--- config.mk ---
export PLATFORM = sky130hd
export DESIGN_NAME = dbmpi_dram_ctrl
export DESIGN_NICKNAME = d
export VERILOG_FILES = /design/src/common/dbmpi_pkg.sv /design/src/hw/dbmpi_dram_ctrl.sv
export VERILOG_INCLUDE_DIRS = /design/src /design/src/common
export SDC_FILE = /design/constraint.sdc
export NUM_CORES = 1
export LEC_CHECK = 0
export ABC_CLOCK_PERIOD_IN_PS = 9700
export BUFFER_PORTS_ARGS = -buffer_cell sky130_fd_sc_hd__clkbuf_2
export CAP_MARGIN = 30
export CORE_MARGIN = 2
export CORE_UTILIZATION = 25
export DETAILED_ROUTE_END_ITERATION = 8
export PLACE_DENSITY = 0.52
export SYNTH_ARGS = -nofsm -noshare
export SYNTH_HDL_FRONTEND = slang
export SYNTH_SLANG_ARGS = --single-unit
--- constraint.sdc ---
create_clock -name clk -period 9.7 [get_ports clk]
set_clock_uncertainty 0.1 [all_clocks]
set_input_delay 0.485 -clock clk [delete_from_list [all_inputs] [get_ports clk]]
set_output_delay 0.485 -clock clk [all_outputs]
set_load 0.05 [all_outputs]
--- src/common/dbmpi_consts.svh ---
`ifndef DBMPI_CONSTS_SVH
`define DBMPI_CONSTS_SVH

`define DBMPI_REG_CFG      8'h00
`define DBMPI_REG_SHADOW   8'h04
`define DBMPI_REG_STATUS   8'h08
`define DBMPI_CFG_RESET    32'h0000_0000
`define DBMPI_SHADOW_RESET 32'h0000_0000
`define DBMPI_CFG_MASK     32'h0000_07FF
`define DBMPI_SHADOW_MASK  32'h00FF_FFFF
`define DBMPI_CFG_MODE_LSB 0
`define DBMPI_CFG_TYPE_LSB 2
`define DBMPI_CFG_REMAP    10
`define DBMPI_SH_ROMOFF    0
`define DBMPI_SH_DRAMON    8
`define DBMPI_SH_WRPROT    16

`define DBMPI_KB640        24'h0A_0000
`define DBMPI_VID_LO       24'h0A_0000
`define DBMPI_BIOS_LO      24'h0C_0000
`define DBMPI_MB1          24'h10_0000
`define DBMPI_REMAP_TOP    24'h16_0000
`define DBMPI_SIZE_64K     24'h02_0000
`define DBMPI_SIZE_256K    24'h08_0000
`define DBMPI_SIZE_1M      24'h20_0000

`define DBMPI_CLK_NS       20
`define DBMPI_RAS_MAX_NS   10000
`define DBMPI_RAS_MAX_CYC  (`DBMPI_RAS_MAX_NS / `DBMPI_CLK_NS)
`define DBMPI_TRP_NS       60
`define DBMPI_TRP_CYC      ((`DBMPI_TRP_NS + `DBMPI_CLK_NS - 1) / `DBMPI_CLK_NS)
`define DBMPI_TRCD_NS      40
`define DBMPI_TRCD_CYC     ((`DBMPI_TRCD_NS + `DBMPI_CLK_NS - 1) / `DBMPI_CLK_NS)
`define DBMPI_TCAS_NS      40
`define DBMPI_TCAS_CYC     ((`DBMPI_TCAS_NS + `DBMPI_CLK_NS - 1) / `DBMPI_CLK_NS)
`define DBMPI_SYNC_LAT     2

`endif

--- src/common/dbmpi_pkg.sv ---
package dbmpi_pkg;
  typedef enum logic [1:0] {M_NONPAGE = 2'b00, M_PAGE = 2'b01, M_IL2 = 2'b10, M_IL4 = 2'b11} dbmpi_mode_t;
  typedef enum logic [1:0] {D_NONE = 2'b00, D_64K = 2'b01, D_256K = 2'b10, D_1M = 2'b11} dbmpi_dtype_t;
  typedef enum logic [2:0]
  {
    S_IDLE = 3'b000,
    S_WAIT = 3'b001,
    S_DEC  = 3'b010,
    S_PRE  = 3'b011,
    S_RAS  = 3'b100,
    S_CAS  = 3'b101,
    S_DONE = 3'b110
  } dbmpi_state_t;
  typedef struct packed
  {
    logic        valid;
    logic        write;
    logic [1:0]  be;
    logic [23:1] addr;
    logic [15:0] wdata;
  } dbmpi_req_t;
  typedef struct packed
  {
    logic        ready;
    logic        parityErr;
    logic [15:0] rdata;
  } dbmpi_resp_t;
endpackage

--- src/hw/dbmpi_dram_ctrl.sv ---
// Design decisions made here: the register addresses and the APB register port.
`include "dbmpi_consts.svh"
module dbmpi_dram_ctrl
  import dbmpi_pkg::*;
#(
  parameter int ADDR_W = 24,
  parameter int BANKS  = 4
)(
  input  wire logic        clk,
  input  wire logic        rst_n,
  input  wire logic        psel,
  input  wire logic        penable,
  input  wire logic        pwrite,
  input  wire logic [7:0]  paddr,
  input  wire logic [31:0] pwdata,
  output logic      [31:0] prdata,
  output logic             pready,
  output logic             pslverr,
  input  wire dbmpi_req_t  cpuReq,
  input  wire logic        cpuPipelined,
  output dbmpi_resp_t      cpuResp,
  output logic             busHandoff,
  output logic             video_buffer_access_n,
  output logic             bios_rom_select_n,
  output logic      [3:0]  rowStrobe_n,
  output logic      [3:0]  colStrobeHi_n,
  output logic      [3:0]  colStrobeLo_n,
  output logic      [9:0]  dram_mux_address,
  output logic             dram_write_strobe_n,
  output logic      [17:0] dramDataOut,
  output logic             dramDataOe,
  input  wire logic [17:0] dramDataIn
);
  localparam int RAS_CYC = `DBMPI_RAS_MAX_CYC;
  localparam int RW      = $clog2(RAS_CYC + 1);
  localparam int TRCD    = `DBMPI_TRCD_CYC;
  localparam int CAS_CYC = `DBMPI_TCAS_CYC + `DBMPI_SYNC_LAT;
  localparam int TRP     = `DBMPI_TRP_CYC;

  if (ADDR_W != 24 || BANKS != 4)
  begin : g_chk
    $error("dbmpi_dram_ctrl serves 24 address bits and four banks only");
  end

  logic rstMeta_n;
  logic rstSync_n;
  always_ff @(posedge clk or negedge rst_n)
    if (!rst_n)
    begin
      rstMeta_n <= 1'b0;
      rstSync_n <= 1'b0;
    end
    else
    begin
      rstMeta_n <= 1'b1;
      rstSync_n <= rstMeta_n;
    end

  // ---------------- register file
  logic [31:0]  cfgReg;
  logic [31:0]  shadowReg;
  logic [31:0]  statusWord;
  logic [31:0]  readMux;
  logic         apbSetup;
  logic         apbDone;
  logic         mapped;
  logic         cfgWr;
  assign apbSetup = psel && !penable;
  assign apbDone  = psel && penable && pready;
  assign mapped   = paddr == `DBMPI_REG_CFG || paddr == `DBMPI_REG_SHADOW || paddr == `DBMPI_REG_STATUS;
  assign cfgWr    = apbDone && pwrite && paddr == `DBMPI_REG_CFG;

  always_comb
  begin
    case (paddr)
      `DBMPI_REG_CFG:    readMux = cfgReg;
      `DBMPI_REG_SHADOW: readMux = shadowReg;
      `DBMPI_REG_STATUS: readMux = statusWord;
      default:           readMux = 32'h0000_0000;
    endcase
  end

  // one wait-free access phase: pready rises in the cycle after setup
  always_ff @(posedge clk or negedge rstSync_n)
    if (!rstSync_n)
    begin
      pready  <= 1'b0;
      pslverr <= 1'b0;
      prdata  <= 32'h0000_0000;
    end
    else
    begin
      pready  <= apbSetup;
      pslverr <= apbSetup && !mapped;
      if (apbSetup)
        prdata <= pwrite ? 32'h0000_0000 : readMux;
    end

  always_ff @(posedge clk or negedge rstSync_n)
    if (!rstSync_n)
    begin
      cfgReg    <= `DBMPI_CFG_RESET;
      shadowReg <= `DBMPI_SHADOW_RESET;
    end
    else if (apbDone && pwrite)
    begin
      if (paddr == `DBMPI_REG_CFG)
        cfgReg <= pwdata & `DBMPI_CFG_MASK;
      if (paddr == `DBMPI_REG_SHADOW)
        shadowReg <= pwdata & `DBMPI_SHADOW_MASK;
    end

  // ---------------- configuration
  dbmpi_mode_t  cfgMode;
  dbmpi_mode_t  modeEff;
  dbmpi_dtype_t bt [4];
  logic [23:0]  base1;
  logic [23:0]  base2;
  logic [23:0]  base3;
  logic [23:0]  total;
  logic         cfgErr;
  logic         remapOn;
  logic         shadowOk;

  function automatic logic [23:0] bankBytes(dbmpi_dtype_t t);
    case (t)
      D_64K:   bankBytes = `DBMPI_SIZE_64K;
      D_256K:  bankBytes = `DBMPI_SIZE_256K;
      D_1M:    bankBytes = `DBMPI_SIZE_1M;
      default: bankBytes = 24'h00_0000;
    endcase
  endfunction

  for (genvar g = 0; g < 4; g++)
  begin : g_type
    assign bt[g] = dbmpi_dtype_t'(cfgReg[`DBMPI_CFG_TYPE_LSB + 2 * g +: 2]);
  end

  assign cfgMode = dbmpi_mode_t'(cfgReg[`DBMPI_CFG_MODE_LSB +: 2]);
  assign base1   = bankBytes(bt[0]);
  assign base2   = 24'(base1 + bankBytes(bt[1]));
  assign base3   = 24'(base2 + bankBytes(bt[2]));
  assign total   = 24'(base3 + bankBytes(bt[3]));
  // a bad population falls back to plain linear non-page access
  assign cfgErr  = bt[0] == D_64K || bt[2] == D_64K || bt[3] == D_64K
                || (bt[1] == D_64K && bt[0] != D_256K)
                || (cfgMode == M_IL2 && (bt[0] != bt[1] || bt[2] != bt[3] || bt[0] == D_NONE))
                || (cfgMode == M_IL4 && (bt[0] != bt[1] || bt[1] != bt[2] || bt[2] != bt[3]
                                      || bt[0] == D_NONE));
  assign modeEff  = cfgErr ? M_NONPAGE : cfgMode;
  assign remapOn  = cfgReg[`DBMPI_CFG_REMAP] && total == `DBMPI_MB1;
  assign shadowOk = total >= `DBMPI_MB1;

  // ---------------- request latch and decode
  dbmpi_state_t state;
  dbmpi_state_t next_state;
  logic [23:1]  reqAddr;
  logic         reqWrite;
  logic [1:0]   reqBe;
  logic [15:0]  reqData;
  logic [23:0]  a;
  logic [23:0]  phys;
  logic [23:0]  rel;
  logic [23:0]  off;
  logic [2:0]   rng;
  logic [1:0]   bank;
  logic [9:0]   row;
  logic [9:0]   col;
  logic         isVideo;
  logic         isBios;
  logic         shOn;
  logic         wrDrop;
  logic         romSel;
  logic         dramSel;
  logic         hit;
  logic [9:0]   openRow [4];

  always_ff @(posedge clk or negedge rstSync_n)
    if (!rstSync_n)
    begin
      reqAddr  <= 23'h00_0000;
      reqWrite <= 1'b0;
      reqBe    <= 2'h0;
      reqData  <= 16'h0000;
    end
    else if (state == S_IDLE && cpuReq.valid)
    begin
      reqAddr  <= cpuReq.addr;
      reqWrite <= cpuReq.write;
      reqBe    <= cpuReq.be;
      reqData  <= cpuReq.wdata;
    end

  assign a = {reqAddr, 1'b0};

  always_comb
  begin
    isVideo = a >= `DBMPI_VID_LO && a < `DBMPI_BIOS_LO;
    isBios  = a >= `DBMPI_BIOS_LO && a < `DBMPI_MB1;
    rng     = a[17:15];
    shOn    = isBios && shadowOk && shadowReg[`DBMPI_SH_DRAMON + rng];
    wrDrop  = shOn && reqWrite && shadowReg[`DBMPI_SH_WRPROT + rng];
    romSel  = isBios && !shOn && !shadowReg[`DBMPI_SH_ROMOFF + rng];
    phys    = a;
    dramSel = 1'b0;
    if (a < `DBMPI_KB640)
      dramSel = 1'b1;
    else if (shOn)
      dramSel = !wrDrop;
    else if (a >= `DBMPI_MB1)
    begin
      dramSel = 1'b1;
      if (remapOn)
        phys = 24'(a - `DBMPI_MB1 + `DBMPI_KB640);
    end
    dramSel = dramSel && phys < total;
    rel     = phys;
    case (modeEff)
      M_IL2:
      begin
        rel  = phys >= base2 ? 24'(phys - base2) : phys;
        bank = {phys >= base2, rel[10]};
        off  = {1'b0, rel[23:11], rel[9:0]};
      end
      M_IL4:
      begin
        bank = phys[11:10];
        off  = {2'b00, phys[23:12], phys[9:0]};
      end
      default:
      begin
        bank = phys >= base3 ? 2'd3 : phys >= base2 ? 2'd2 : phys >= base1 ? 2'd1 : 2'd0;
        case (bank)
          2'd1:    off = 24'(phys - base1);
          2'd2:    off = 24'(phys - base2);
          2'd3:    off = 24'(phys - base3);
          default: off = phys;
        endcase
      end
    endcase
    case (bt[bank])
      D_64K:
      begin
        col = {2'b00, off[8:1]};
        row = {2'b00, off[16:9]};
      end
      D_1M:
      begin
        col = off[10:1];
        row = off[20:11];
      end
      default:
      begin
        col = {1'b0, off[9:1]};
        row = {1'b0, off[18:10]};
      end
    endcase
    hit = modeEff != M_NONPAGE && !rowStrobe_n[bank] && openRow[bank] == row;
  end

  // ---------------- cycle sequencer
  logic [2:0] phCnt;
  logic [2:0] preCnt [4];
  logic [RW-1:0] rasCnt [4];
  logic       busy;
  assign busy = state != S_IDLE && state != S_WAIT;

  always_comb
  begin
    next_state = state;
    case (state)
      S_IDLE: if (cpuReq.valid) next_state = cpuPipelined ? S_DEC : S_WAIT;
      S_WAIT: next_state = S_DEC;
      S_DEC:
        if (!dramSel)
          next_state = S_DONE;
        else if (hit)
          next_state = S_CAS;
        else
          next_state = S_PRE;
      S_PRE:  if (rowStrobe_n[bank] && preCnt[bank] == 3'd0) next_state = S_RAS;
      S_RAS:  if (phCnt == 3'(TRCD - 1)) next_state = S_CAS;
      S_CAS:  if (phCnt == 3'(CAS_CYC - 1)) next_state = S_DONE;
      S_DONE: next_state = S_IDLE;
      default: next_state = S_IDLE;
    endcase
  end

  always_ff @(posedge clk or negedge rstSync_n)
    if (!rstSync_n)
    begin
      state <= S_IDLE;
      phCnt <= 3'd0;
    end
    else
    begin
      state <= next_state;
      phCnt <= next_state != state ? 3'd0 : 3'(phCnt + 3'd1);
    end

  // ---------------- per-bank row state
  for (genvar i = 0; i < 4; i++)
  begin : g_bank
    logic closeNow;
    logic openNow;
    // a configuration write closes every row, since the mapping under it may change
    assign closeNow = !rowStrobe_n[i] && (cfgWr
                   || (state == S_DEC && dramSel && !hit && bank == 2'(i))
                   || (state == S_DONE && modeEff == M_NONPAGE && bank == 2'(i))
                   || (rasCnt[i] == RW'(RAS_CYC) && !(busy && bank == 2'(i))));
    assign openNow  = next_state == S_RAS && state != S_RAS && bank == 2'(i);

    always_ff @(posedge clk or negedge rstSync_n)
      if (!rstSync_n)
        rowStrobe_n[i] <= 1'b1;
      else if (closeNow)
        rowStrobe_n[i] <= 1'b1;
      else if (openNow)
        rowStrobe_n[i] <= 1'b0;

    always_ff @(posedge clk or negedge rstSync_n)
      if (!rstSync_n)
        rasCnt[i] <= '0;
      else if (rowStrobe_n[i])
        rasCnt[i] <= '0;
      else if (rasCnt[i] != RW'(RAS_CYC))
        rasCnt[i] <= RW'(rasCnt[i] + 1'b1);

    always_ff @(posedge clk or negedge rstSync_n)
      if (!rstSync_n)
        preCnt[i] <= 3'd0;
      else if (closeNow)
        preCnt[i] <= 3'(TRP - 1);
      else if (preCnt[i] != 3'd0)
        preCnt[i] <= 3'(preCnt[i] - 3'd1);

    always_ff @(posedge clk or negedge rstSync_n)
      if (!rstSync_n)
        openRow[i] <= 10'h000;
      else if (openNow)
        openRow[i] <= row;

    always_ff @(posedge clk or negedge rstSync_n)
      if (!rstSync_n)
      begin
        colStrobeHi_n[i] <= 1'b1;
        colStrobeLo_n[i] <= 1'b1;
      end
      else
      begin
        // only the addressed bank drops CAS, so another bank's CAS precharge overlaps it
        colStrobeHi_n[i] <= !(next_state == S_CAS && bank == 2'(i) && reqBe[1]);
        colStrobeLo_n[i] <= !(next_state == S_CAS && bank == 2'(i) && reqBe[0]);
      end
  end

  // ---------------- pins and answer
  logic [17:0] dqMeta;
  logic [17:0] dqSync;
  always_ff @(posedge clk or negedge rstSync_n)
    if (!rstSync_n)
    begin
      dqMeta <= 18'h0_0000;
      dqSync <= 18'h0_0000;
    end
    else
    begin
      dqMeta <= dramDataIn;
      dqSync <= dqMeta;
    end

  always_ff @(posedge clk or negedge rstSync_n)
    if (!rstSync_n)
    begin
      dram_mux_address    <= 10'h000;
      dram_write_strobe_n <= 1'b1;
      dramDataOe          <= 1'b0;
      dramDataOut         <= 18'h0_0000;
      busHandoff          <= 1'b0;
      video_buffer_access_n <= 1'b1;
      bios_rom_select_n   <= 1'b1;
    end
    else
    begin
      dram_mux_address    <= next_state == S_CAS ? col : row;
      dram_write_strobe_n <= !(next_state == S_CAS && reqWrite);
      dramDataOe          <= next_state == S_CAS && reqWrite;
      dramDataOut         <= {^reqData[15:8], reqData[15:8], ^reqData[7:0], reqData[7:0]};
      busHandoff          <= state == S_DEC && !dramSel && !romSel && !wrDrop;
      video_buffer_access_n <= !(state == S_DEC && isVideo);
      bios_rom_select_n   <= !(state == S_DEC && romSel);
    end

  always_ff @(posedge clk or negedge rstSync_n)
    if (!rstSync_n)
      cpuResp <= '0;
    else
    begin
      cpuResp.ready <= next_state == S_DONE;
      if (state == S_CAS && next_state == S_DONE && !reqWrite)
      begin
        cpuResp.rdata     <= {dqSync[16:9], dqSync[7:0]};
        cpuResp.parityErr <= (reqBe[1] && ^dqSync[17:9]) || (reqBe[0] && ^dqSync[8:0]);
      end
      else if (state == S_DEC)
        cpuResp.parityErr <= 1'b0;
    end

  assign statusWord = {13'h0000, shadowOk, cfgErr, remapOn, total[23:16], 1'b0, state, ~rowStrobe_n};
endmodule

==> Word-level counts from Yosys, hierarchy flattened <==
Index checks and enable logic that the tools add are counted.
{ "op_classes": {"add_sub_neg": 19, "magnitude_cmp": 16, "eq_ne": 54, "muxes": 76, "n_bitwise": 2, "reduce_logical": 159} }
{ "ops": {"columns": ["op", "n"], "rows": [
  ["case mux 22 bit (3 select lines)", 4],
  ["2-to-1 mux 24 bit", 4],
  ["logical AND 1 bit", 74],
  ["2-to-1 mux 9 bit", 8],
  ["case mux 24 bit (3 select lines)", 1],
  ["case mux 21 bit (3 select lines)", 1],
  ["2-to-1 mux 3 bit", 17],
  [">= comparator 24 x 20 -> 1 bit (second input constant)", 2],
  [">= comparator 24 x 21 -> 1 bit (second input constant)", 2],
  ["< comparator 24 x 20 -> 1 bit (second input constant)", 2],
  ["case mux 21 bit (2 select lines)", 1],
  ["subtractor 21 bit", 2],
  ["case mux 10 bit (2 select lines)", 2],
  ["adder 9 x 1 -> 9 bit (second input constant)", 4],
  ["== test 9 bit (second input constant)", 4],
  ["inequality test 9 bit (second input constant)", 4],
  ["== test 2 bit (second input constant)", 17],
  ["2-to-1 mux 32 bit", 1],
  ["2-to-1 mux 10 bit", 3],
  ["logical NOT 1 bit", 29],
  ["nonzero test 2 bit", 14],
  ["logical OR 1 bit", 25],
  ["adder 23 x 22 -> 24 bit", 1],
  ["adder 24 x 20 -> 24 bit (second input constant)", 1],
  ["other kinds (51)", 103]
]} }
{ "word_totals": {"reg_bits": 306, "inputBits": 107, "output_inout_bits": 97} }

==> Logic depth before layout (Yosys ltp) <==
Gate-level depths: netlist of the first run.
{ "logic_depth": {"word_depth": 32, "depth_mapped": 41, "depth_no_buf": 37} }

==> Least setup slack after synthesis of the first run <==
Ideal clock, no wire load.
{ "synth_path": {"path_kind": "register to register", "from": "register cfgReg[5]", "to": "register dram_mux_address[1]", "arrival_time_ns": 8.517, "required_time_ns": 9.473, "path_slack_ns": 0.955, "path_stages_with_launch": 40, "synth_period_minus_slack_ns": 8.745, "cell_sequence": "dfrtp_1 -> buf_2 -> nor2b_1 -> ha_1 -> ha_1 -> ha_1 -> a21oi_1 -> nor2_1 -> xnor2_1 -> ha_1 -> nand2b_1 -> a2111oi_2 -> or2_1 -> buf_4 -> or3b_1 -> buf_2 -> or4b_1 -> a21boi_0 -> [4 not listed] -> clkbuf_1 -> mux2_2 -> ha_1 -> nor2b_1 -> o21ai_0 -> nand2b_1 -> xnor2_1 -> nor4b_1 -> o21a_1 -> nor4_1 -> nand3_1 -> or3_1 -> o311a_1 -> nor4b_4 -> nand3_2 -> o21ai_2 -> buf_6 -> mux2_1"} }
{ "synth_between": {"elab_chain_len": 29} }
{ "synth_lines": {"columns": ["item", "line", "rtl"], "rows": [
  ["start, declared", "dbmpi_dram_ctrl.sv:60", "logic [31:0] cfgReg;"],
  ["start signal, assigned", "dbmpi_dram_ctrl.sv:102", "cfgReg <= `DBMPI_CFG_RESET;"],
  ["start signal, assigned", "dbmpi_dram_ctrl.sv:108", "cfgReg <= pwdata & `DBMPI_CFG_MASK;"],
  ["branches (longest 28 deep; another with adder 23 x 22 -> 24 bit)", null, null],
  ["2-to-1 mux 10 bit *", "dbmpi_dram_ctrl.sv:385", "dram_mux_address <= next_state == S_CAS ? col : row;"],
  ["end signal, assigned", "dbmpi_dram_ctrl.sv:385", null],
  ["end, declared", "dbmpi_dram_ctrl.sv:28", "output logic [9:0] dram_mux_address,"]
]} }
Every way passes the cells marked *. The select of a mux whose other input is x is not followed.
A chain may end at the register's enable or synchronous reset.

==> Worst setup path after layout of the first run <==
{ "layout_path": {"from": "register cfgReg[3]", "to": "register dram_mux_address[5]"} }
{ "layout_between": {"elab_chain_len": 29} }
{ "layout_lines": {"columns": ["item", "line"], "rows": [
  ["branches (longest 28 deep; another with adder 23 x 22 -> 24 bit)", null],
  ["2-to-1 mux 10 bit *", "dbmpi_dram_ctrl.sv:385"]
]} }
Marks and branches as above.

==> impl_metrics.tcl, run 1 <==
set metrics [dict create \
    die_y_um 253 \
    routed_wl_mm 42.1 \
    core_area_um2 61600 \
    design_area_um2 18900 \
    final_core_util_pct 30.7 \
    synth_enable_flop_cells 0 \
    required_ns 10.01 \
    synth.distinct_cells 85 \
    io_buffers 187 \
    period_share_pct 92.9 \
    wl_per_cell_um 16.7 \
    htreeDepth 2 \
    drv_slew 0 \
    drtIter0Drc 805 \
    drive_gt1_share_pct 26.3 \
    synth_top_cells_by_count "dfrtp_1, nand2_1, mux2_2" \
    fin_crit_ns 9.01 \
    placed_area_um2 17500 \
    clockBufferDepth 3 \
    grt_max_degree 177 \
    power-per-cell-area_nw_per_um2 304 \
    yosysWarnings 0 \
    grt_use_total_pct 13.1 \
    synthCells 1445 \
    ys_seq_elements 298 \
    cts_root_buf "clkbuf_16" \
    tightest_slew_ns 1.01 \
    vdd_ir_drop_max_v 0.000178 \
    start_util_pct 25.2 \
    vias 11700 \
    grt_pass1_wl_mm 66.3 \
    diodes 0 \
    crit_fanout 10 \
    synth.top_cell.area_share_pct 45.5 \
    hold_class "in -> reg" \
    critPathKind "reg -> reg" \
    drtPass1Iterations 5 \
    yosysTopAreaCell "dfrtp_1" \
    io_pins 204 \
    crit_slowest_cell "or4b_1" \
    cpPeakStageDelay_ns 0.50 \
    gr-total-overflow 0 \
    rows 91 \
    clock-sinks 298 \
    synthToLayoutAreaGrowth_pct 21.8 \
    antenna_found_initial 0 \
    start_kind "flop" \
    cts_buffers 36 \
    rsz0062_at_grt "no" \
    maxCapViolCount 0 \
    finalHoldViolations 0 \
    synth.most_common_cell "dfrtp_1" \
    setup_tns_ns 0 \
    status "completed" \
    route.detailed.vias_per_inst 4.63 \
    drc 0 \
    antenna_left 0 \
    grt_pass1_vias 11500 \
    dpl.hpwl_mm 30.8 \
    crit_arrival_ns 9.32 \
    clock_latency_ns 0.55 \
    slew_headroom_pct 32.8 \
    ys_async_sr_fraction_pct 100 \
    clk_pin_slew_worst_paths_ns 0.06 \
    power.leakage_nw 8.21 \
    netlist_area_um2 15500 \
    dieArea_um2 64200 \
    ys.flop_type "dfrtp_1" \
    finalSetupViolations 0 \
    cpMostUsedCell "ha_1" \
    crit_path_end_kind "flop" \
    avgSynthCellArea_um2 10.8 \
    nNetsFinal 1819 \
    place_congestion 0.859 \
    cts_setup_buffers 0 \
    fmax_mhz 111 \
    die_x_um 253 \
    ys_seq_area_share_pct 48.1 \
    tritoncts "built" \
    synth_area_leaders "dfrtp_1, mux2_2, ha_1, mux2i_1, xnor2_1" \
]
==> state kept, by name, indices dropped and copies added, names as in the netlist, 2 cells and up <==
register,flops
colStrobeHi_n,4
prdata,24
cfgReg,11
state,3
reqBe,2
colStrobeLo_n,4
shadowReg,24
openRow,40
reqAddr,23
dqSync,18
rasCnt,36
dqMeta,18
reqData,16
rowStrobe_n,4
cpuResp,18
dram_mux_address,10
preCnt,12
dramDataOut,18
phCnt,3
==> placed cells by master (no fill, tap or decap), types with 12 or more instances in the layout <==
master / count
nand4_1: 12
inv_1: 57
or3_1: 13
dfrtp_1: 282
nand2_1: 127
o21ai_0: 97
ha_1: 54
nand3_1: 34
buf_4: 28
o22ai_1: 12
nor2b_1: 14
clkbuf_16: 36
a21oi_1: 55
mux2_2: 114
nor4_1: 12
nor3_1: 27
mux2i_1: 63
dlygate4sd3_1: 20
dfstp_2: 15
nor2_1: 88
xor2_1: 26
xnor2_1: 59
clkbuf_2: 187
==> cells by family (layout without fill, tap and decap cells) <==
group	Yosys count	count (layout)	share of synthesized area, %
and+or+nand+nor	388	388	12.2
other	2	9	0.0483
buffers and inverters	132	362	3.86
muxes	189	189	13.6
xor gates and xnor gates	86	86	4.84
DFF	298	298	48.1
adders and majority gates	59	59	4.86
AOI/OAI and AO/OA	291	291	12.5
==> through the flow <==
step	setup slack (ns)	hold WS, ns	cells	power (W)
5_1_grt	0.0435	0.0407	2519	0.00615
4_1_cts	0.363	0.000246	2518	0.00583
2_1_floorplan	0.706	0.0894	1452	0.00371
3_5_place_dp	0.425	0.173	2433	0.00439
3_3_place_gp	0.489	0.171	2432	0.00433
6_report	0.693	0.0442	2519	0.00576
==> where the power goes <==
part           total [W]  leakage [nW]  internal, W  switching [W]
registers        0.00183          3.79      0.00155       0.000277
clock network    0.00139         0.594     0.000830       0.000558
logic            0.00255          3.83     0.000960        0.00159
total            0.00576          8.21      0.00334        0.00242
==> cell type report <==
class | count | area (um^2)
tap | 837 | 1050
inverter | 58 | 218
fill | 6319 | 42700
multi-input combinational | 1022 | 7540
clock buffer | 50 | 1030
sequential | 298 | 7480
timing repair buffer | 239 | 1430
clock inverter | 15 | 181
==> per-layer routing <==
metal  share of wire, %  track usage [%]
met1                 47             18.0
met2                 46             20.7
met3                4.7             2.53
met4                2.4             3.94
met5                  0                0
==> worst max-delay path: cells and delay by family, from the launching register on <==
kind            cells  cell delay, ns
buf+inv             3            0.44
xor+xnor            3            0.51
fa+ha+maj           4            1.19
mux                 2            0.63
simple gates       15            3.47
flops               1            0.45
compound gates      9            2.08
==> repair_timing <==
item	in CTS	in global routing
hold buffers	20	0
resized for setup	0	7
endpoints found under the setup margin	0	45
endpoints found under the hold margin	21	0
==> worst paths after layout <==
path / from / endpoint / slack, ns / cells past startpoint
max: cfgReg[3] / dram_mux_address[5] / 0.69 / 36
min: cpuReq[23] / reqAddr[8] / 0.04 / 3
max reg2reg: cfgReg[3] / dram_mux_address[5] / 0.69 / 36
min reg2reg: dqMeta[0] / dqSync[0] / 0.25 / 0
max in group asynchronous: rstSync_n / cpuResp[14] / 7.79 / 1
min in group asynchronous: rst_n / rstSync_n / 0.15 / 2
Note: power is estimated with default switching activity, not from simulation.
==> run 2, diff against run 1 <==
- ABC_CLOCK_PERIOD_IN_PS: 9700 -> 9550
- clock period: 9.7 -> 9.55 ns (I/O delays scaled with it)
==> run 2 against run 1 <==
  * Via count about the same
  * Non-clock buffer count unchanged
  * Critical path type unchanged
  * First-iteration DRC count down 0.50%
  * Final area about the same
  * Final cell count unchanged
  * Clock-buffer cell count down 2
  * Highest routed layer is now met5
  * Largest power group unchanged
  * Sequential share of layout area about the same
==> impl_metrics.tcl, run 2 (synthesized netlist as in run 1, its figures left out) <==
set metrics [dict create \
    status "completed" \
    critPathKind "reg -> reg" \
    diodes 0 \
    cp_num_buf_inv 5 \
    top_regs "openRow x40, rasCnt x36" \
    drive_gt1_share_pct 26.4 \
    maxCapViolCount 0 \
    crit_slowest_cell "or4b_1" \
    vdd_ir_drop_max_v 0.000193 \
    die_y_um 253 \
    crit_path_end_kind "flop" \
    rows 91 \
    regMostFlops "openRow" \
    grt_use_total_pct 13.0 \
    power-per-cell-area_nw_per_um2 308 \
    start_kind "flop" \
    drtPass1Iterations 5 \
    drc 0 \
    period_share_pct 94.9 \
    fin_crit_ns 9.06 \
    finalHoldViolations 0 \
    clock_latency_ns 0.55 \
    whs_path_depth 3 \
    synthToLayoutAreaGrowth_pct 21.6 \
    nNetsFinal 1819 \
    routed_wl_mm 42.1 \
    r2r_setup_slack_ns 0.49 \
    grt_pass1_wl_mm 65.7 \
    tightest_slew_ns 1.08 \
    multi_input_area_um2 7530 \
    htreeDepth 2 \
    cpMostUsedCell "ha_1" \
    power.leakage_nw 8.20 \
    hold_class "in -> reg" \
    crit_fanout 31 \
    clock-sinks 298 \
    drv_slew 0 \
    gr-total-overflow 0 \
    required_ns 9.87 \
    tritoncts "built" \
    clockBufferDepth 3 \
    antenna_found_initial 2 \
    seqCellArea_um2 7480 \
    crit_family "compound AO/OA/AOI/OAI gates" \
    route.detailed.vias_per_inst 4.63 \
    place_congestion 0.840 \
    die_x_um 253 \
    dieArea_um2 64200 \
    antenna_left 0 \
    final_common_cell "dfrtp_1" \
    largest_reg_flops 40 \
    mostFrequentLayoutCells "dfrtp_1, clkbuf_2, nand2_1" \
    placed_area_um2 17500 \
    rsz0062_at_grt "no" \
    slew_headroom_pct 27.8 \
    r2r_end "dram_mux_address[5]" \
    grt_max_degree 192 \
    io_buffers 187 \
    design_area_um2 18900 \
    wl_per_cell_um 16.7 \
    core_area_um2 61600 \
    worstRegToRegCells 33 \
    cpPeakStageDelay_ns 0.51 \
    io_pins 204 \
    dpl.hpwl_mm 30.8 \
    hold_start "cpuReq[32]" \
    cts_buffers 36 \
    drtIter0Drc 801 \
    hold_end "reqAddr[17]" \
    grt_pass1_vias 11500 \
    setup_tns_ns 0 \
    start_util_pct 25.2 \
    rr_startpoint "cfgReg[3]" \
    clk_pin_slew_worst_paths_ns 0.06 \
    finalSetupViolations 0 \
    fill_cells 6299 \
    cts_root_buf "clkbuf_16" \
    crit_arrival_ns 9.38 \
    fmax_mhz 110 \
    vias 11700 \
]
==> run 2: cell types whose count changed in the layout (fill, tap and decap cells not counted), sizes merged <==
cell,delta
clkbuf,-2
clkinvlp,+2
bufinv,-1
clkinv,+1
buf,+1
dlygate4sd3,-1
==> run 2: power by group <==
| group | total [W] | switching [W] | internal (W) |
|---|---|---|---|
| clock | 0.00140 | 0.000570 | 0.000826 |
| combinational | 0.00260 | 0.00161 | 0.000985 |
| sequential | 0.00184 | 0.000266 | 0.00157 |
| total | 0.00583 | 0.00245 | 0.00338 |
==> run 2: how the worst max path moves through the flow <==
stage	start	endpoint	cells after the start
finish	cfgReg[3]	dram_mux_address[5]	33
detailed placement	cfgReg[3]	dram_mux_address[1]	32
global placement	cfgReg[3]	dram_mux_address[5]	34
global route	cfgReg[3]	dram_mux_address[6]	35
CTS	cfgReg[3]	dram_mux_address[5]	32
floorplan	rstSync_n	busHandoff	0
==> run 2: repair_timing <==
action,4_1_cts,5_1_grt
hold endpoints to repair,20,0
buffers inserted,0,0
gates resized for setup,0,5
setup endpoints to repair,0,27
hold buffers,19,0
==> run 2: final cells by class <==
class / instances / area share, %
Multi-Input combinational cell: 1022 / 39.8
Timing Repair Buffer: 239 / 7.57
Sequential cell: 298 / 39.6
Clock buffer: 48 / 5.49
Tap cell: 837 / 5.54
Clock inverter: 17 / 0.906
Inverter: 58 / 1.15
==> run 2: per-stage QoR <==
step	util, %	std cells	total power [W]	hold slack [ns]	worst slack [ns]
2_1_floorplan	-	1452	0.00377	0.0819	0.556
3_3_place_gp	28.3	2433	0.00440	0.166	0.526
3_5_place_dp	28.4	2434	0.00445	0.165	0.468
4_1_cts	30.6	2518	0.00590	0.00345	0.395
5_1_grt	30.7	2519	0.00622	0.0291	0.0100
6_report	30.7	2519	0.00583	0.0378	0.487
==> run 2: metal layers <==
metal  global-route usage, %  routed length [um]
met1                    18.0               19700
met2                    20.6               19800
met3                    2.29                1700
met4                    3.75                 920
met5                       0                  13
==> run 2: worst min-delay path, delay by kind of cell <==
family | cells | cell delay, ns
buf+inv | 1 | 0.08
compound gates | 1 | 0.06
simple gates | 1 | 0.04
==> run 3, diff against run 2 <==
- ABC_CLOCK_PERIOD_IN_PS: 9550 -> 10800
- SKIP_LAST_GASP: default -> 1
- clock period: 9.55 -> 10.8 ns (I/O delays scaled with it)
==> run 3 against run 2 <==
  * First-iteration DRC count grew 9.6%
  * Non-clock buffer count is 14 lower
  * Final area decreased by 0.61%
  * Sequential share of layout area rose by 0.24 points
  * Global-route usage is 0.10 points higher
  * Final cell count down 0.56%
  * Critical endpoint is now dram_mux_address[6]
==> impl_metrics.tcl, run 3 (synthesized netlist as in run 1, its figures left out) <==
set metrics [dict create \
    status "completed" \
    largest_reg_flops 40 \
    vdd_ir_drop_max_v 0.000157 \
    antenna_found_initial 0 \
    clock_latency_ns 0.55 \
    power-per-cell-area_nw_per_um2 275 \
    cts_root_buf "clkbuf_16" \
    maxCapViolCount 0 \
    wl_per_cell_um 16.9 \
    gr-total-overflow 0 \
    regMostFlops "openRow" \
    drtIter0Drc 878 \
    cpMostUsedCell "ha_1" \
    drive_gt1_share_pct 25.5 \
    crit_path_end_kind "flop" \
    cp_num_buf_inv 1 \
    htreeDepth 2 \
    crit_family "simple AND/OR/NAND/NOR gates" \
    place_congestion 0.856 \
    finalHoldViolations 0 \
    fmax_mhz 99.4 \
    nNetsFinal 1806 \
    slew_headroom_pct 28.7 \
    drtPass1Iterations 5 \
    finalSetupViolations 0 \
    diodes 0 \
    io_pins 204 \
    cpPeakStageDelay_ns 0.87 \
    grt_pass1_vias 11500 \
    final_common_cell "dfrtp_1" \
    top_regs "openRow x40, rasCnt x36" \
    crit_arrival_ns 10.38 \
    clock-sinks 298 \
    cts_buffers 37 \
    synthToLayoutAreaGrowth_pct 20.9 \
    die_y_um 253 \
    crit_slowest_cell "o21bai_4" \
    antenna_left 0 \
    fin_total_pwr_w 0.00517 \
    crit_fanout 26 \
    rows 91 \
    start_kind "flop" \
    die_x_um 253 \
    dpl.hpwl_mm 30.6 \
    final_core_util_pct 30.5 \
    start_util_pct 25.2 \
    clk_pin_slew_worst_paths_ns 0.06 \
    io_buffers 187 \
    vias 11600 \
    required_ns 11.11 \
    drc 0 \
    drv_slew 0 \
    fin_crit_ns 10.06 \
    routed_wl_mm 42.3 \
    tritoncts "built" \
    mostFrequentLayoutCells "dfrtp_1, clkbuf_2, nand2_1" \
    hold_class "in -> reg" \
    critPathKind "reg -> reg" \
    tightest_slew_ns 1.07 \
    grt_pass1_wl_mm 66.2 \
    power.leakage_nw 8.16 \
    clockBufferDepth 3 \
    route.detailed.vias_per_inst 4.63 \
    core_area_um2 61600 \
    cts_setup_buffers 0 \
    rsz0062_at_grt "no" \
    dieArea_um2 64200 \
    period_share_pct 93.2 \
    grt_use_total_pct 13.1 \
    grt_max_degree 187 \
    setup_tns_ns 0 \
]
[run 3: path summary, 6_finish.rpt]
| check | start | end | slack [ns] | depth (start not counted) |
|---|---|---|---|---|
| worst max-delay path | cfgReg[3] | dram_mux_address[6] | 0.74 | 28 |
| min in group asynchronous | rst_n | rstSync_n | 0.22 | 2 |
| worst min-delay path | cpuReq[32] | reqAddr[17] | 0.09 | 3 |
| max in group asynchronous | rstSync_n | reqData[1] | 8.86 | 1 |
| worst max register to register | cfgReg[3] | dram_mux_address[6] | 0.74 | 28 |
| worst min register to register | rstSync_n | reqAddr[18] | 0.24 | 0 |
[run 3: power breakdown]
group	internal [W]	switching, W	leakage, nW
Sequential	0.00139	0.000249	3.79
Combinational	0.000836	0.00142	3.75
Clock	0.000774	0.000502	0.618
[run 3: repair_timing]
action	CTS	global route
setup endpoints to repair	0	20
hold endpoints to repair	20	0
hold buffers	19	0
resized for setup	0	2
[run 3: through the flow]
stage / instance area (um^2) / setup slack (ns) / hold WS, ns / instances
after floorplan: 15600 / 1.81 / 0.144 / 1452
after global placement: 17300 / 0.754 / 0.225 / 2419
after detailed placement: 17300 / 0.589 / 0.229 / 2421
after CTS: 18800 / 0.523 / 0.0582 / 2505
after global routing: 18800 / 0.0664 / 0.0898 / 2505
final: 18800 / 0.738 / 0.0902 / 2505
[run 3: worst register-to-register path: cells and delay by family (launching register included)]
kind | cells | cell delay (ns)
XOR/XNOR | 2 | 0.65
adder cells (fa/ha/maj) | 5 | 1.39
AO/OA/AOI/OAI | 7 | 2.79
flip-flops | 1 | 0.50
buffers and inverters | 1 | 0.19
multiplexers | 3 | 1.02
AND/OR/NAND/NOR | 10 | 3.29
[run 3: cell type report]
| class | count | area (um^2) |
|---|---|---|
| clock inverters | 14 | 174 |
| clock buffers | 51 | 1080 |
| repair buffers | 225 | 1280 |
| well taps | 837 | 1050 |
| flip-flops and latches | 298 | 7480 |
| fillers | 6273 | 42800 |
| inverters | 58 | 218 |
| multi-input cells | 1022 | 7520 |
[run 3: per-layer routing]
layer	GRT usage, %	vias up	wire length, um
li1	-	5564	-
met2	21.0	258	20000
met5	0	-	0
met1	18.1	5726	19600
met3	2.13	52	1830
met4	3.87	0	969
